### src/pds_pkg.sv
// shared constants and types for the pulse drive sequencer
package pds_pkg;

  // ----------------------------------------------------------------
  // widths
  // ----------------------------------------------------------------
  localparam int DATA_W  = 32;
  localparam int ADDR_W  = 4;
  localparam int SPEED_W = 16;
  localparam int ACCUM_W = 24;

  // ----------------------------------------------------------------
  // register word indices
  // ----------------------------------------------------------------
  localparam logic [ADDR_W-1:0] REG_CMD        = 4'h0;
  localparam logic [ADDR_W-1:0] REG_PULSE      = 4'h1;
  localparam logic [ADDR_W-1:0] REG_ACCEL      = 4'h2;
  localparam logic [ADDR_W-1:0] REG_DECEL      = 4'h3;
  localparam logic [ADDR_W-1:0] REG_INIT_SPEED = 4'h4;
  localparam logic [ADDR_W-1:0] REG_DRV_SPEED  = 4'h5;
  localparam logic [ADDR_W-1:0] REG_MODE3      = 4'h6;
  localparam logic [ADDR_W-1:0] REG_MAN_POINT  = 4'h7;
  localparam logic [ADDR_W-1:0] REG_DEC_OFFSET = 4'h8;
  localparam logic [ADDR_W-1:0] REG_STOP_CFG   = 4'h9;
  localparam logic [ADDR_W-1:0] REG_LOGIC_POS  = 4'hA;
  localparam logic [ADDR_W-1:0] REG_STATUS     = 4'hB;
  localparam logic [ADDR_W-1:0] REG_OUT_COUNT  = 4'hC;

  // ----------------------------------------------------------------
  // command codes
  // ----------------------------------------------------------------
  localparam logic [7:0] CMD_REL       = 8'h50;
  localparam logic [7:0] CMD_CREL      = 8'h51;
  localparam logic [7:0] CMD_CONT_P    = 8'h52;
  localparam logic [7:0] CMD_CONT_M    = 8'h53;
  localparam logic [7:0] CMD_ABS       = 8'h54;
  localparam logic [7:0] CMD_DEC_STOP  = 8'h60;
  localparam logic [7:0] CMD_INST_STOP = 8'h61;

  // ----------------------------------------------------------------
  // field positions and reset values
  // ----------------------------------------------------------------
  localparam int MODE3_MANUAL_BIT = 0;
  localparam int MODE3_SEPDEC_BIT = 1;
  localparam int STOP_EN_LSB      = 0;
  localparam int STOP_LVL_LSB     = 3;
  localparam logic [DATA_W-1:0]  DEC_OFFSET_RST = 32'h0000_0000;
  localparam logic [SPEED_W-1:0] SPEED_RST      = 16'h0000;
  localparam logic [5:0]         STOP_CFG_RST   = 6'h00;

  typedef enum logic [1:0] {
    PDS_IDLE  = 2'b00,
    PDS_ACCEL = 2'b01,
    PDS_CONST = 2'b10,
    PDS_DECEL = 2'b11
  } pds_state_t;

  typedef enum logic [1:0] {
    PDS_MV_REL  = 2'b00,
    PDS_MV_CREL = 2'b01,
    PDS_MV_ABS  = 2'b10,
    PDS_MV_CONT = 2'b11
  } pds_move_t;

endpackage

### src/pds_rate_accum.sv
// fractional rate accumulator: one tick per carry out of the sum
`timescale 1ns/10ps
`default_nettype none
module pds_rate_accum #(
  parameter int ACC_W  = 24,
  parameter int RATE_W = 16
) (
  input  wire logic              clk_sys,
  input  wire logic              nrst,
  input  wire logic              clear,
  input  wire logic [RATE_W-1:0] rate,
  output var  logic              tick
);
  logic [ACC_W-1:0] acc;
  logic [ACC_W:0]   sum;

  assign sum = {1'b0, acc} + {{(ACC_W - RATE_W + 1){1'b0}}, rate};

  always_ff @(posedge clk_sys or negedge nrst) begin
    if (!nrst) begin
      acc  <= '0;
      tick <= 1'b0;
    end else if (clear) begin
      acc  <= '0;
      tick <= 1'b0;
    end else begin
      acc  <= sum[ACC_W-1:0];
      tick <= sum[ACC_W];
    end
  end
endmodule
`default_nettype wire

### src/pds_sequencer.sv
// single-axis pulse drive sequencer with register port and stop inputs
// Notes on behaviour
// - fixed moves end on count, continuous on stop
// - command 50h starts a relative move
// - relative move direction follows count sign
// - auto decel below accel pulses, end when done
// - command 54h absolute move from position difference
// - command 51h counter relative, direction reversed
// - count rewrite in relative moves keeps direction
// - absolute move refuses count rewrite while driving
// - enlarged count during decel accelerates again
// - count below output pulses stops instantly
// - rewrite in decel need not track curves
// - manual decel bit uses loaded decel point
// - positive offset advances deceleration point
// - negative offset delays deceleration point
// - decel offset is zero after reset
// - decelerating stop and instant stop commands
// - external stops decelerate, instant at slow speed
// - each stop input has enable and level
// - commands 52h and 53h run continuous moves
//
// The placing of the registers and strobed register access were chosen for this implementation.
`timescale 1ns/10ps
`default_nettype none
module pds_sequencer
  import pds_pkg::*;
(
  input  wire logic              clk_sys,
  input  wire logic              nrst,
  input  wire logic [ADDR_W-1:0] regAddr,
  input  wire logic [DATA_W-1:0] regWrData,
  input  wire logic              regWr,
  input  wire logic              regRd,
  output var  logic [DATA_W-1:0] regRdData,
  input  wire logic [2:0]        extStopIn,
  output var  logic              pulsePlus,
  output var  logic              pulseMinus,
  output var  logic              driving
);
  // ----------------------------------------------------------------
  // registers and state
  // ----------------------------------------------------------------
  logic [DATA_W-1:0]  drivePulseCount;
  logic [SPEED_W-1:0] accelRate;
  logic [SPEED_W-1:0] decelRate;
  logic [SPEED_W-1:0] initialSpeed;
  logic [SPEED_W-1:0] driveSpeed;
  logic [1:0]         modeRegisterThree;
  logic [DATA_W-1:0]  manualPoint;
  logic [DATA_W-1:0]  decelOffset;
  logic [5:0]         stopCfg;
  logic [DATA_W-1:0]  logicalPos;
  pds_state_t         state;
  pds_move_t          moveKind;
  logic               dirPlus;
  logic               stopReq;
  logic [DATA_W-1:0]  totalPulses;
  logic [DATA_W-1:0]  outCount;
  logic [DATA_W-1:0]  accelPulses;
  logic [SPEED_W-1:0] speed;
  logic [SPEED_W-1:0] baseSpeed;
  logic [2:0]         stopSync1;
  logic [2:0]         stopSync2;
  logic [2:0]         stopSync3;
  logic [2:0]         stopLevel;

  // ----------------------------------------------------------------
  // decode
  // ----------------------------------------------------------------
  logic               wrCmd;
  logic [7:0]         cmd;
  logic               startCmd;
  logic               instStop;
  logic               softStop;
  logic               anyExtStop;
  logic               isFixed;
  logic               fixedDone;
  logic               overrideWr;
  logic               overrideOk;
  logic               sameDir;
  logic               shrinkStop;
  logic               pulseWrOk;
  logic [DATA_W-1:0]  wMag;
  logic [DATA_W-1:0]  relMag;
  logic signed [32:0] absDiff;
  logic [32:0]        absMag;
  logic               startDir;
  logic [DATA_W-1:0]  startMag;
  pds_move_t          startKind;
  logic [SPEED_W-1:0] startSpeed;
  logic [DATA_W-1:0]  remaining;
  logic signed [33:0] remWide;
  logic signed [33:0] autoPoint;
  logic               decelPoint;
  logic               rateTick;
  logic               accelTick;
  logic               emit;
  logic [SPEED_W-1:0] accelUse;
  logic [SPEED_W-1:0] pulseRate;

  assign wrCmd    = regWr && (regAddr == REG_CMD);
  assign cmd      = regWrData[7:0];
  assign startCmd = wrCmd && (state == PDS_IDLE) && (cmd >= CMD_REL) && (cmd <= CMD_ABS);
  assign instStop = wrCmd && (cmd == CMD_INST_STOP);
  assign isFixed  = (moveKind != PDS_MV_CONT);
  assign fixedDone = isFixed && (outCount >= totalPulses);

  // ----------------------------------------------------------------
  // start decode
  // ----------------------------------------------------------------
  assign relMag  = drivePulseCount[31] ? DATA_W'(-drivePulseCount) : drivePulseCount;
  assign absDiff = $signed({drivePulseCount[31], drivePulseCount})
                 - $signed({logicalPos[31], logicalPos});
  assign absMag  = absDiff[32] ? 33'(-absDiff) : 33'(absDiff);
  assign startSpeed = (driveSpeed > initialSpeed) ? initialSpeed : driveSpeed;

  always_comb begin
    startKind = PDS_MV_REL;
    startDir  = !drivePulseCount[31];
    startMag  = relMag;
    case (cmd)
      CMD_CREL: begin
        startKind = PDS_MV_CREL;
        startDir  = drivePulseCount[31];
      end
      CMD_ABS: begin
        startKind = PDS_MV_ABS;
        startDir  = !absDiff[32];
        startMag  = absMag[DATA_W-1:0];
      end
      CMD_CONT_P: begin
        startKind = PDS_MV_CONT;
        startDir  = 1'b1;
      end
      CMD_CONT_M: begin
        startKind = PDS_MV_CONT;
        startDir  = 1'b0;
      end
      default: begin
        startKind = PDS_MV_REL;
      end
    endcase
  end

  // ----------------------------------------------------------------
  // pulse count rewrite while driving
  // ----------------------------------------------------------------
  assign overrideWr = regWr && (regAddr == REG_PULSE) && (state != PDS_IDLE);
  assign wMag    = regWrData[31] ? DATA_W'(-regWrData) : regWrData;
  assign sameDir = (moveKind == PDS_MV_REL) ? (dirPlus == !regWrData[31])
                                            : (dirPlus == regWrData[31]);
  // absolute moves never take a rewrite; reversals are dropped whole
  assign overrideOk = overrideWr && sameDir
                   && ((moveKind == PDS_MV_REL) || (moveKind == PDS_MV_CREL));
  assign shrinkStop = overrideOk && (wMag < outCount);
  assign pulseWrOk  = regWr && (regAddr == REG_PULSE)
                   && ((state == PDS_IDLE) || (moveKind == PDS_MV_CONT) || overrideOk);

  // ----------------------------------------------------------------
  // deceleration point
  // ----------------------------------------------------------------
  assign remaining = totalPulses - outCount;
  assign remWide   = $signed({2'b00, remaining});
  assign autoPoint = $signed({2'b00, accelPulses})
                   + $signed({{2{decelOffset[31]}}, decelOffset});
  always_comb begin
    decelPoint = 1'b0;
    if (isFixed && !stopReq) begin
      if (modeRegisterThree[MODE3_MANUAL_BIT]) begin
        decelPoint = (remaining <= manualPoint);
      end else begin
        decelPoint = (remWide <= autoPoint);
      end
    end
  end

  // ----------------------------------------------------------------
  // external stop inputs
  // ----------------------------------------------------------------
  always_ff @(posedge clk_sys or negedge nrst) begin
    if (!nrst) begin
      stopSync1 <= 3'h0;
      stopSync2 <= 3'h0;
      stopSync3 <= 3'h0;
      stopLevel <= 3'h0;
    end else begin
      stopSync1 <= extStopIn;
      stopSync2 <= stopSync1;
      stopSync3 <= stopSync2;
      // a bit only moves once the last two stages agree
      stopLevel <= (stopLevel & (stopSync2 ^ stopSync3))
                 | (stopSync2 & ~(stopSync2 ^ stopSync3));
    end
  end

  assign anyExtStop = |(stopCfg[STOP_EN_LSB +: 3]
                      & ~(stopLevel ^ stopCfg[STOP_LVL_LSB +: 3]));
  assign softStop = (wrCmd && (cmd == CMD_DEC_STOP)) || (anyExtStop && !stopReq);

  // ----------------------------------------------------------------
  // software registers
  // ----------------------------------------------------------------
  always_ff @(posedge clk_sys or negedge nrst) begin
    if (!nrst) begin
      drivePulseCount   <= 32'h0000_0000;
      accelRate         <= SPEED_RST;
      decelRate         <= SPEED_RST;
      initialSpeed      <= SPEED_RST;
      driveSpeed        <= SPEED_RST;
      modeRegisterThree <= 2'h0;
      manualPoint       <= 32'h0000_0000;
      decelOffset       <= DEC_OFFSET_RST;
      stopCfg           <= STOP_CFG_RST;
    end else if (regWr) begin
      case (regAddr)
        REG_PULSE:      if (pulseWrOk) drivePulseCount <= regWrData;
        REG_ACCEL:      accelRate <= regWrData[SPEED_W-1:0];
        REG_DECEL:      decelRate <= regWrData[SPEED_W-1:0];
        REG_INIT_SPEED: initialSpeed <= regWrData[SPEED_W-1:0];
        REG_DRV_SPEED:  driveSpeed <= regWrData[SPEED_W-1:0];
        REG_MODE3:      modeRegisterThree <= regWrData[1:0];
        REG_MAN_POINT:  manualPoint <= regWrData;
        REG_DEC_OFFSET: decelOffset <= regWrData;
        REG_STOP_CFG:   stopCfg <= regWrData[5:0];
        default: begin
        end
      endcase
    end
  end

  // ----------------------------------------------------------------
  // move sequencer
  // ----------------------------------------------------------------
  always_ff @(posedge clk_sys or negedge nrst) begin
    if (!nrst) begin
      state       <= PDS_IDLE;
      moveKind    <= PDS_MV_REL;
      dirPlus     <= 1'b1;
      stopReq     <= 1'b0;
      totalPulses <= 32'h0000_0000;
      baseSpeed   <= SPEED_RST;
    end else if (state == PDS_IDLE) begin
      stopReq <= 1'b0;
      if (startCmd) begin
        moveKind    <= startKind;
        dirPlus     <= startDir;
        totalPulses <= startMag;
        baseSpeed   <= startSpeed;
        state       <= (driveSpeed > initialSpeed) ? PDS_ACCEL : PDS_CONST;
      end
    end else begin
      if (overrideOk) begin
        totalPulses <= wMag;
      end
      if (instStop || shrinkStop) begin
        state <= PDS_IDLE;
      end else if (fixedDone) begin
        state <= PDS_IDLE;
      end else if (softStop) begin
        if (speed <= initialSpeed) begin
          state <= PDS_IDLE;
        end else begin
          stopReq <= 1'b1;
          state   <= PDS_DECEL;
        end
      end else if (stopReq && (speed <= baseSpeed)) begin
        state <= PDS_IDLE;
      end else begin
        case (state)
          PDS_ACCEL: begin
            if (decelPoint) state <= PDS_DECEL;
            else if (speed >= driveSpeed) state <= PDS_CONST;
          end
          PDS_CONST: begin
            if (decelPoint) state <= PDS_DECEL;
          end
          PDS_DECEL: begin
            // linear ramp only; curved profiles are not retraced here
            if (!stopReq && isFixed && !decelPoint) begin
              state <= (speed < driveSpeed) ? PDS_ACCEL : PDS_CONST;
            end
          end
          default: begin
            state <= PDS_IDLE;
          end
        endcase
      end
    end
  end

  // ----------------------------------------------------------------
  // speed ramp
  // ----------------------------------------------------------------
  assign accelUse = (state == PDS_ACCEL) ? accelRate
                  : (state == PDS_DECEL)
                    ? (modeRegisterThree[MODE3_SEPDEC_BIT] ? decelRate : accelRate)
                  : SPEED_RST;
  assign pulseRate = (state == PDS_IDLE) ? SPEED_RST : speed;

  pds_rate_accum #(.ACC_W(ACCUM_W), .RATE_W(SPEED_W)) uAccelAccum (
    .clk_sys (clk_sys),
    .nrst    (nrst),
    .clear   ((state == PDS_IDLE) || (state == PDS_CONST)),
    .rate    (accelUse),
    .tick    (accelTick)
  );

  pds_rate_accum #(.ACC_W(ACCUM_W), .RATE_W(SPEED_W)) uPulseAccum (
    .clk_sys (clk_sys),
    .nrst    (nrst),
    .clear   (state == PDS_IDLE),
    .rate    (pulseRate),
    .tick    (rateTick)
  );

  always_ff @(posedge clk_sys or negedge nrst) begin
    if (!nrst) begin
      speed <= SPEED_RST;
    end else if (state == PDS_IDLE) begin
      if (startCmd) speed <= startSpeed;
    end else if (accelTick) begin
      if ((state == PDS_ACCEL) && (speed < driveSpeed)) speed <= speed + 16'h0001;
      else if ((state == PDS_DECEL) && (speed > baseSpeed)) speed <= speed - 16'h0001;
    end
  end

  // ----------------------------------------------------------------
  // pulse output and counters
  // ----------------------------------------------------------------
  assign emit = (state != PDS_IDLE) && rateTick && !instStop && !shrinkStop
             && (!isFixed || (outCount < totalPulses));

  always_ff @(posedge clk_sys or negedge nrst) begin
    if (!nrst) begin
      outCount    <= 32'h0000_0000;
      accelPulses <= 32'h0000_0000;
    end else if (startCmd) begin
      outCount    <= 32'h0000_0000;
      accelPulses <= 32'h0000_0000;
    end else if (emit) begin
      outCount <= outCount + 32'h0000_0001;
      if (state == PDS_ACCEL) accelPulses <= accelPulses + 32'h0000_0001;
    end
  end

  always_ff @(posedge clk_sys or negedge nrst) begin
    if (!nrst) begin
      logicalPos <= 32'h0000_0000;
    end else if (emit) begin
      logicalPos <= dirPlus ? logicalPos + 32'h0000_0001 : logicalPos - 32'h0000_0001;
    end else if (regWr && (regAddr == REG_LOGIC_POS) && (state == PDS_IDLE)) begin
      logicalPos <= regWrData;
    end
  end

  always_ff @(posedge clk_sys or negedge nrst) begin
    if (!nrst) begin
      pulsePlus  <= 1'b0;
      pulseMinus <= 1'b0;
      driving    <= 1'b0;
    end else begin
      pulsePlus  <= emit && dirPlus;
      pulseMinus <= emit && !dirPlus;
      driving    <= (state != PDS_IDLE);
    end
  end

  // ----------------------------------------------------------------
  // read port
  // ----------------------------------------------------------------
  always_ff @(posedge clk_sys or negedge nrst) begin
    if (!nrst) begin
      regRdData <= 32'h0000_0000;
    end else if (regRd) begin
      case (regAddr)
        REG_PULSE:      regRdData <= drivePulseCount;
        REG_ACCEL:      regRdData <= {16'h0000, accelRate};
        REG_DECEL:      regRdData <= {16'h0000, decelRate};
        REG_INIT_SPEED: regRdData <= {16'h0000, initialSpeed};
        REG_DRV_SPEED:  regRdData <= {16'h0000, driveSpeed};
        REG_MODE3:      regRdData <= {30'h0000_0000, modeRegisterThree};
        REG_MAN_POINT:  regRdData <= manualPoint;
        REG_DEC_OFFSET: regRdData <= decelOffset;
        REG_STOP_CFG:   regRdData <= {26'h000_0000, stopCfg};
        REG_LOGIC_POS:  regRdData <= logicalPos;
        REG_STATUS:     regRdData <= {7'h00, speed, stopLevel, stopReq,
                                      dirPlus, moveKind, state};
        REG_OUT_COUNT:  regRdData <= outCount;
        default:        regRdData <= 32'h0000_0000;
      endcase
    end else begin
      regRdData <= 32'h0000_0000;
    end
  end

  // ----------------------------------------------------------------
  // checks
  // ----------------------------------------------------------------
  property p_fixed_limit;
    @(posedge clk_sys) disable iff (!nrst)
    (state != PDS_IDLE) && isFixed |-> outCount <= totalPulses;
  endproperty
  a_fixed_limit: assert property (p_fixed_limit) else $error("fixed move overran");

  property p_inst_stop;
    @(posedge clk_sys) disable iff (!nrst)
    instStop && (state != PDS_IDLE) |=> (state == PDS_IDLE) ##1 !pulsePlus && !pulseMinus;
  endproperty
  a_inst_stop: assert property (p_inst_stop) else $error("instant stop not taken");

  property p_abs_locked;
    @(posedge clk_sys) disable iff (!nrst)
    overrideWr && (moveKind == PDS_MV_ABS) |=> $stable(drivePulseCount) && $stable(totalPulses);
  endproperty
  a_abs_locked: assert property (p_abs_locked) else $error("absolute count changed");

  property p_reverse_ignored;
    @(posedge clk_sys) disable iff (!nrst)
    overrideWr && !sameDir && (moveKind != PDS_MV_CONT) |=> $stable(totalPulses);
  endproperty
  a_reverse_ignored: assert property (p_reverse_ignored) else $error("reversal taken");

  property p_shrink_stop;
    @(posedge clk_sys) disable iff (!nrst)
    shrinkStop |=> (state == PDS_IDLE) && (totalPulses == $past(wMag));
  endproperty
  a_shrink_stop: assert property (p_shrink_stop) else $error("shrink did not stop");

  property p_rel_dir;
    @(posedge clk_sys) disable iff (!nrst)
    startCmd && (cmd == CMD_REL) |=> dirPlus == !$past(drivePulseCount[31]);
  endproperty
  a_rel_dir: assert property (p_rel_dir) else $error("relative direction wrong");

  property p_crel_dir;
    @(posedge clk_sys) disable iff (!nrst)
    startCmd && (cmd == CMD_CREL) |=> dirPlus == $past(drivePulseCount[31]);
  endproperty
  a_crel_dir: assert property (p_crel_dir) else $error("counter direction wrong");

  property p_ext_slow_stop;
    @(posedge clk_sys) disable iff (!nrst)
    anyExtStop && (state != PDS_IDLE) && (speed <= initialSpeed) |=> state == PDS_IDLE;
  endproperty
  a_ext_slow_stop: assert property (p_ext_slow_stop) else $error("slow stop late");

  property p_cont_start;
    @(posedge clk_sys) disable iff (!nrst)
    startCmd && (cmd == CMD_CONT_M) |=> (moveKind == PDS_MV_CONT) && !dirPlus ##1 driving;
  endproperty
  a_cont_start: assert property (p_cont_start) else $error("continuous start wrong");

endmodule
`default_nettype wire

### config.mk
export PLATFORM = sky130hd
export DESIGN_NAME = pds_sequencer
export DESIGN_NICKNAME = d
export VERILOG_FILES = /design/src/pds_pkg.sv /design/src/pds_rate_accum.sv /design/src/pds_sequencer.sv
export SDC_FILE = /design/constraint.sdc
export NUM_CORES = 2
export LEC_CHECK = 0
export BUFFER_PORTS_ARGS = -buffer_cell sky130_fd_sc_hd__buf_2
export CAP_MARGIN = 15
export CORE_UTILIZATION = 30
export CTS_CLUSTER_SIZE = 28
export DETAILED_ROUTE_END_ITERATION = 7
export HOLD_SLACK_MARGIN = 0.12
export PLACE_DENSITY = 0.55
export SYNTH_ARGS = -nofsm -noshare
export SYNTH_HDL_FRONTEND = slang
export SYNTH_HIERARCHICAL = 1
export SYNTH_SLANG_ARGS = --single-unit
### constraint.sdc
create_clock -name clk_sys -period 8.17 [get_ports clk_sys]
set_input_delay 2.451 -clock clk_sys [delete_from_list [all_inputs] [get_ports clk_sys]]
set_output_delay 2.451 -clock clk_sys [all_outputs]
set_load 0.01 [all_outputs]
==> flow_summary.yaml <==
yosys:
  post_synth_top_area_cell: "sky130_fd_sc_hd__dfrtp_1"
  ys_types: 97
  ys_dominant_reg_cell: "sky130_fd_sc_hd__dfrtp_1"
  number_of_enable_type_register_cells_in_the_synthesized_netlist: 0
  syn_inst: 3858
  yosys_warnings: 6
  synth.top_cells.by_area: "sky130_fd_sc_hd__dfrtp_1, sky130_fd_sc_hd__ha_1, sky130_fd_sc_hd__mux2_2, sky130_fd_sc_hd__xnor2_1, sky130_fd_sc_hd__a21oi_1"
  post-synth-top-count-cell: "sky130_fd_sc_hd__dfrtp_1"
  ys_seq_area_frac: 0.315
  postSynth.asyncResetShare: 1.00
  synthesis.area_per_instance_um2: 8.87
  yosys-top-cells-count: "sky130_fd_sc_hd__dfrtp_1, sky130_fd_sc_hd__ha_1, sky130_fd_sc_hd__nand2_1"
  yosys_register_bits: 431
  yosys.area.top_type_share: 0.315
  netlist_area_mm2: 0.0342
  synth_nets: 4248
clock_network:
  cts.repair_timing.setup_buffer_count: 0
  clock_tree.root_cell: "sky130_fd_sc_hd__clkbuf_16"
  htree_levels: 2
  cts_inserted_buffers: 53
  cts_tree: "done"
  maximum_clock_path_buffer_count: 3
  clk-insertion-delay-late_ps: 650
  clk_pin_slew_worst_paths_ps: 60
  clkSinkCount: 431
cells_and_area:
  final_core_util: 0.341
  n_fill_cell: 11700
  post_synthesis_to_final_layout_area_growth_pct: 12.3
  fin_nets: 4280
  drive_above_1_share: 0.120
die:
  die-width_um: 340
  ports_placed_on_the_boundary: 78
  chipHeight_um: 340
  placeableCoreArea_mm2: 0.113
  start_util: 0.303
  die_area_mm2: 0.115
  rows: 123
sta:
  tightestPinTransition_ps: 1140
  count_of_final_setup_violators: 0
  post-route-min-period_ps: 7480
  maxSlewHeadroom: 0.229
  max_freq_mhz: 134
  hold_viol: 0
  timing.final.crit_share: 0.915
  skew_ps: 32.6
  tns_ps: 0
  rsz0062_at_grt: "no"
  drv_slew: 0
critical_path:
  cp.arrival_ps: 7970
  crit_path_frequent_cell: "sky130_fd_sc_hd__o41ai_1"
  crit_slowest_cell: "sky130_fd_sc_hd__or4_1"
  critPathMaxStageDelay_ps: 670
  endpoint_kind: "flop"
  crit_required_ps: 8660
  timing_worst_setup_path_type: "input port to flop"
  cpLargestDelayFamily: "simple AND/OR/NAND/NOR gates"
  ff2ff_setup_slack_ps: 760
  start_kind: "input port"
  cp_max_fo: 5
  timing.critical_path.buf_inv: 3
  path_cells: "buf_2 > or4_1 > nor4_1 > nand2_1 > or4_1 > or3_1 > or2_1 > o41ai_1 > xnor2_1 > ha_1 > a21o_1 > a21oi_1 > nor2b_1 > o41ai_1 > o41ai_1 > buf_4 > o41a_1 > and2_1 > a21oi_1 > buf_4 > nor4_1 > mux2i_1"
grt:
  global_route_wire_length_before_repair_um: 189000
  number_of_global_route_vias_before_repair: 29300
  antenna_found_initial: 10
  overflow: 0
  pin_count_of_the_biggest_net_entering_global_routing: 101
  gr-usage-all-layers: 0.213
route:
  wirelength_um: 125000
  routed-via-count: 30500
  detail_route.drc_violations: 0
  mean_routed_wirelength_per_cell_um: 23.1
  ant_nets: 0
  drt_first_pass_iters: 6
  drt-initial-drc-count: 2698
  avgViaCountPerCell: 5.61
place:
  gp_congestion: 0.907
  detailedPlacementHpwl_um: 94100
  buffers_added_on_ports: 77
hold_path:
  hp-class: "flop to flop"
power_and_ir_drop:
  power.ir.vdd_worst_v: 0.000175
  p_leak_nw: 17.1
  power_density_mw_per_mm2: 382
  post-layout-total-power_mw: 14.7
outcome:
  run_status: "finished clean"
flow_run:
  max_cap_viol_count: 0
placed cells by master, fill, tap and decap left out, types with 31 or more instances in the layout:
cell and instances:
sky130_fd_sc_hd__a221oi_1 40, sky130_fd_sc_hd__buf_4 63, sky130_fd_sc_hd__nor2b_1 48, sky130_fd_sc_hd__nor2_1 266
sky130_fd_sc_hd__nand3_1 64, sky130_fd_sc_hd__a21oi_1 288, sky130_fd_sc_hd__a31oi_1 57, sky130_fd_sc_hd__nor4_1 52
sky130_fd_sc_hd__and2_1 36, sky130_fd_sc_hd__a22o_1 38, sky130_fd_sc_hd__a22oi_1 48, sky130_fd_sc_hd__o21a_1 31
sky130_fd_sc_hd__o21bai_1 32, sky130_fd_sc_hd__clkbuf_16 54, sky130_fd_sc_hd__nor3_1 52, sky130_fd_sc_hd__a21o_1 126
sky130_fd_sc_hd__inv_1 235, sky130_fd_sc_hd__xnor2_1 196, sky130_fd_sc_hd__nand4_1 55, sky130_fd_sc_hd__or3_1 42
sky130_fd_sc_hd__mux2i_1 62, sky130_fd_sc_hd__ha_1 340, sky130_fd_sc_hd__buf_2 76, sky130_fd_sc_hd__o31ai_1 38
sky130_fd_sc_hd__mux2_2 162, sky130_fd_sc_hd__dfrtp_1 430, sky130_fd_sc_hd__nand2_1 305, sky130_fd_sc_hd__xor2_1 65
sky130_fd_sc_hd__o21ai_0 191
worst paths after layout:
kind	start	to	cells past startpoint
setup / recovery	regWrData[8]	accelPulses[25]$_DFFE_PN0P_	22
setup reg to reg	outCount[1]$_DFFE_PN0P_	state[0]$_DFFE_PN0P_	28
max in group asynchronous	nrst	speed[6]$_DFFE_PN0P_	2
hold / removal	stopSync1[0]$_DFF_PN0_	stopSync2[0]$_DFF_PN0_	0
hold reg to reg	stopSync1[0]$_DFF_PN0_	stopSync2[0]$_DFF_PN0_	0
min in group asynchronous	nrst	accelPulses[28]$_DFFE_PN0P_	1
per-stage QoR:
stage / area [um^2] / setup WS (ps) / instances / hold slack [ps]
2_1_floorplan: 34200 / 982 / 3858 / 331
3_3_place_gp: 36500 / 264 / 5335 / 332
3_5_place_dp: 36500 / 163 / 5335 / 336
4_1_cts: 38400 / 687 / 5432 / 349
5_1_grt: 38400 / 246 / 5432 / 356
6_report: 38400 / 695 / 5433 / 345
flip-flops by register name, indices dropped and copies added (netlist names), 16 cells and up, named ones only:
signal / flops
accelPulses: 32
accelRate: 16
baseSpeed: 16
decelOffset: 32
decelRate: 16
drivePulseCount: 32
driveSpeed: 16
initialSpeed: 16
logicalPos: 32
manualPoint: 32
outCount: 32
regRdData: 32
speed: 16
totalPulses: 32
uAccelAccum/acc: 24
uPulseAccum/acc: 24
layer usage:
metal	routed length (um)	vias to the layer above	track usage
li1	-	14200	-
met1	57400	15000	0.296
met2	55800	997	0.335
met3	7390	226	0.0288
met4	4690	6	0.0782
met5	40	-	0
repair_timing:
action | 4_1_cts | 5_1_grt
gates resized for setup | 0 | 1
hold buffers | 0 | 0
endpoints found under the setup margin | 0 | 1
where the power goes:
part / internal, mW / switching [mW]
Combinational: 3.51 / 5.05
Clock: 1.56 / 1.04
Sequential: 2.62 / 0.898
cell type report:
type                    instances  area [um^2]  share of cell area
diodes                          1         2.50           0.0000651
inverters                     238          893              0.0232
clock inverters                18          300             0.00782
clock buffers                  79         1590              0.0413
flip-flops and latches        431        10800               0.281
well taps                    1500         1880              0.0488
multi-input cells            3020        22000               0.572
repair buffers                146          988              0.0257
cells by family (layout without fill, tap and decap cells):
| family | count (synthesis) | after routing | synth area share |
|---|---|---|---|
| AO/OA/AOI/OAI | 1106 | 1106 | 0.216 |
| XOR/XNOR | 261 | 261 | 0.0668 |
| adder cells (fa/ha/maj) | 350 | 350 | 0.129 |
| buffers and inverters | 407 | 481 | 0.0448 |
| flip-flops | 431 | 431 | 0.315 |
| multiplexers | 224 | 224 | 0.0715 |
| other | 0 | 1 | 0 |
| AND/OR/NAND/NOR | 1079 | 1079 | 0.156 |
worst register-to-register path, delay by kind of cell (launching register included):
| family | cells | cell delay [ps] |
|---|---|---|
| fa+ha+maj | 2 | 680 |
| compound gates | 14 | 3720 |
| xor+xnor | 1 | 150 |
| buf+inv | 2 | 330 |
| simple gates | 8 | 1560 |
| mux | 1 | 270 |
| flops | 1 | 580 |
Power figures use the tool's default switching activity.
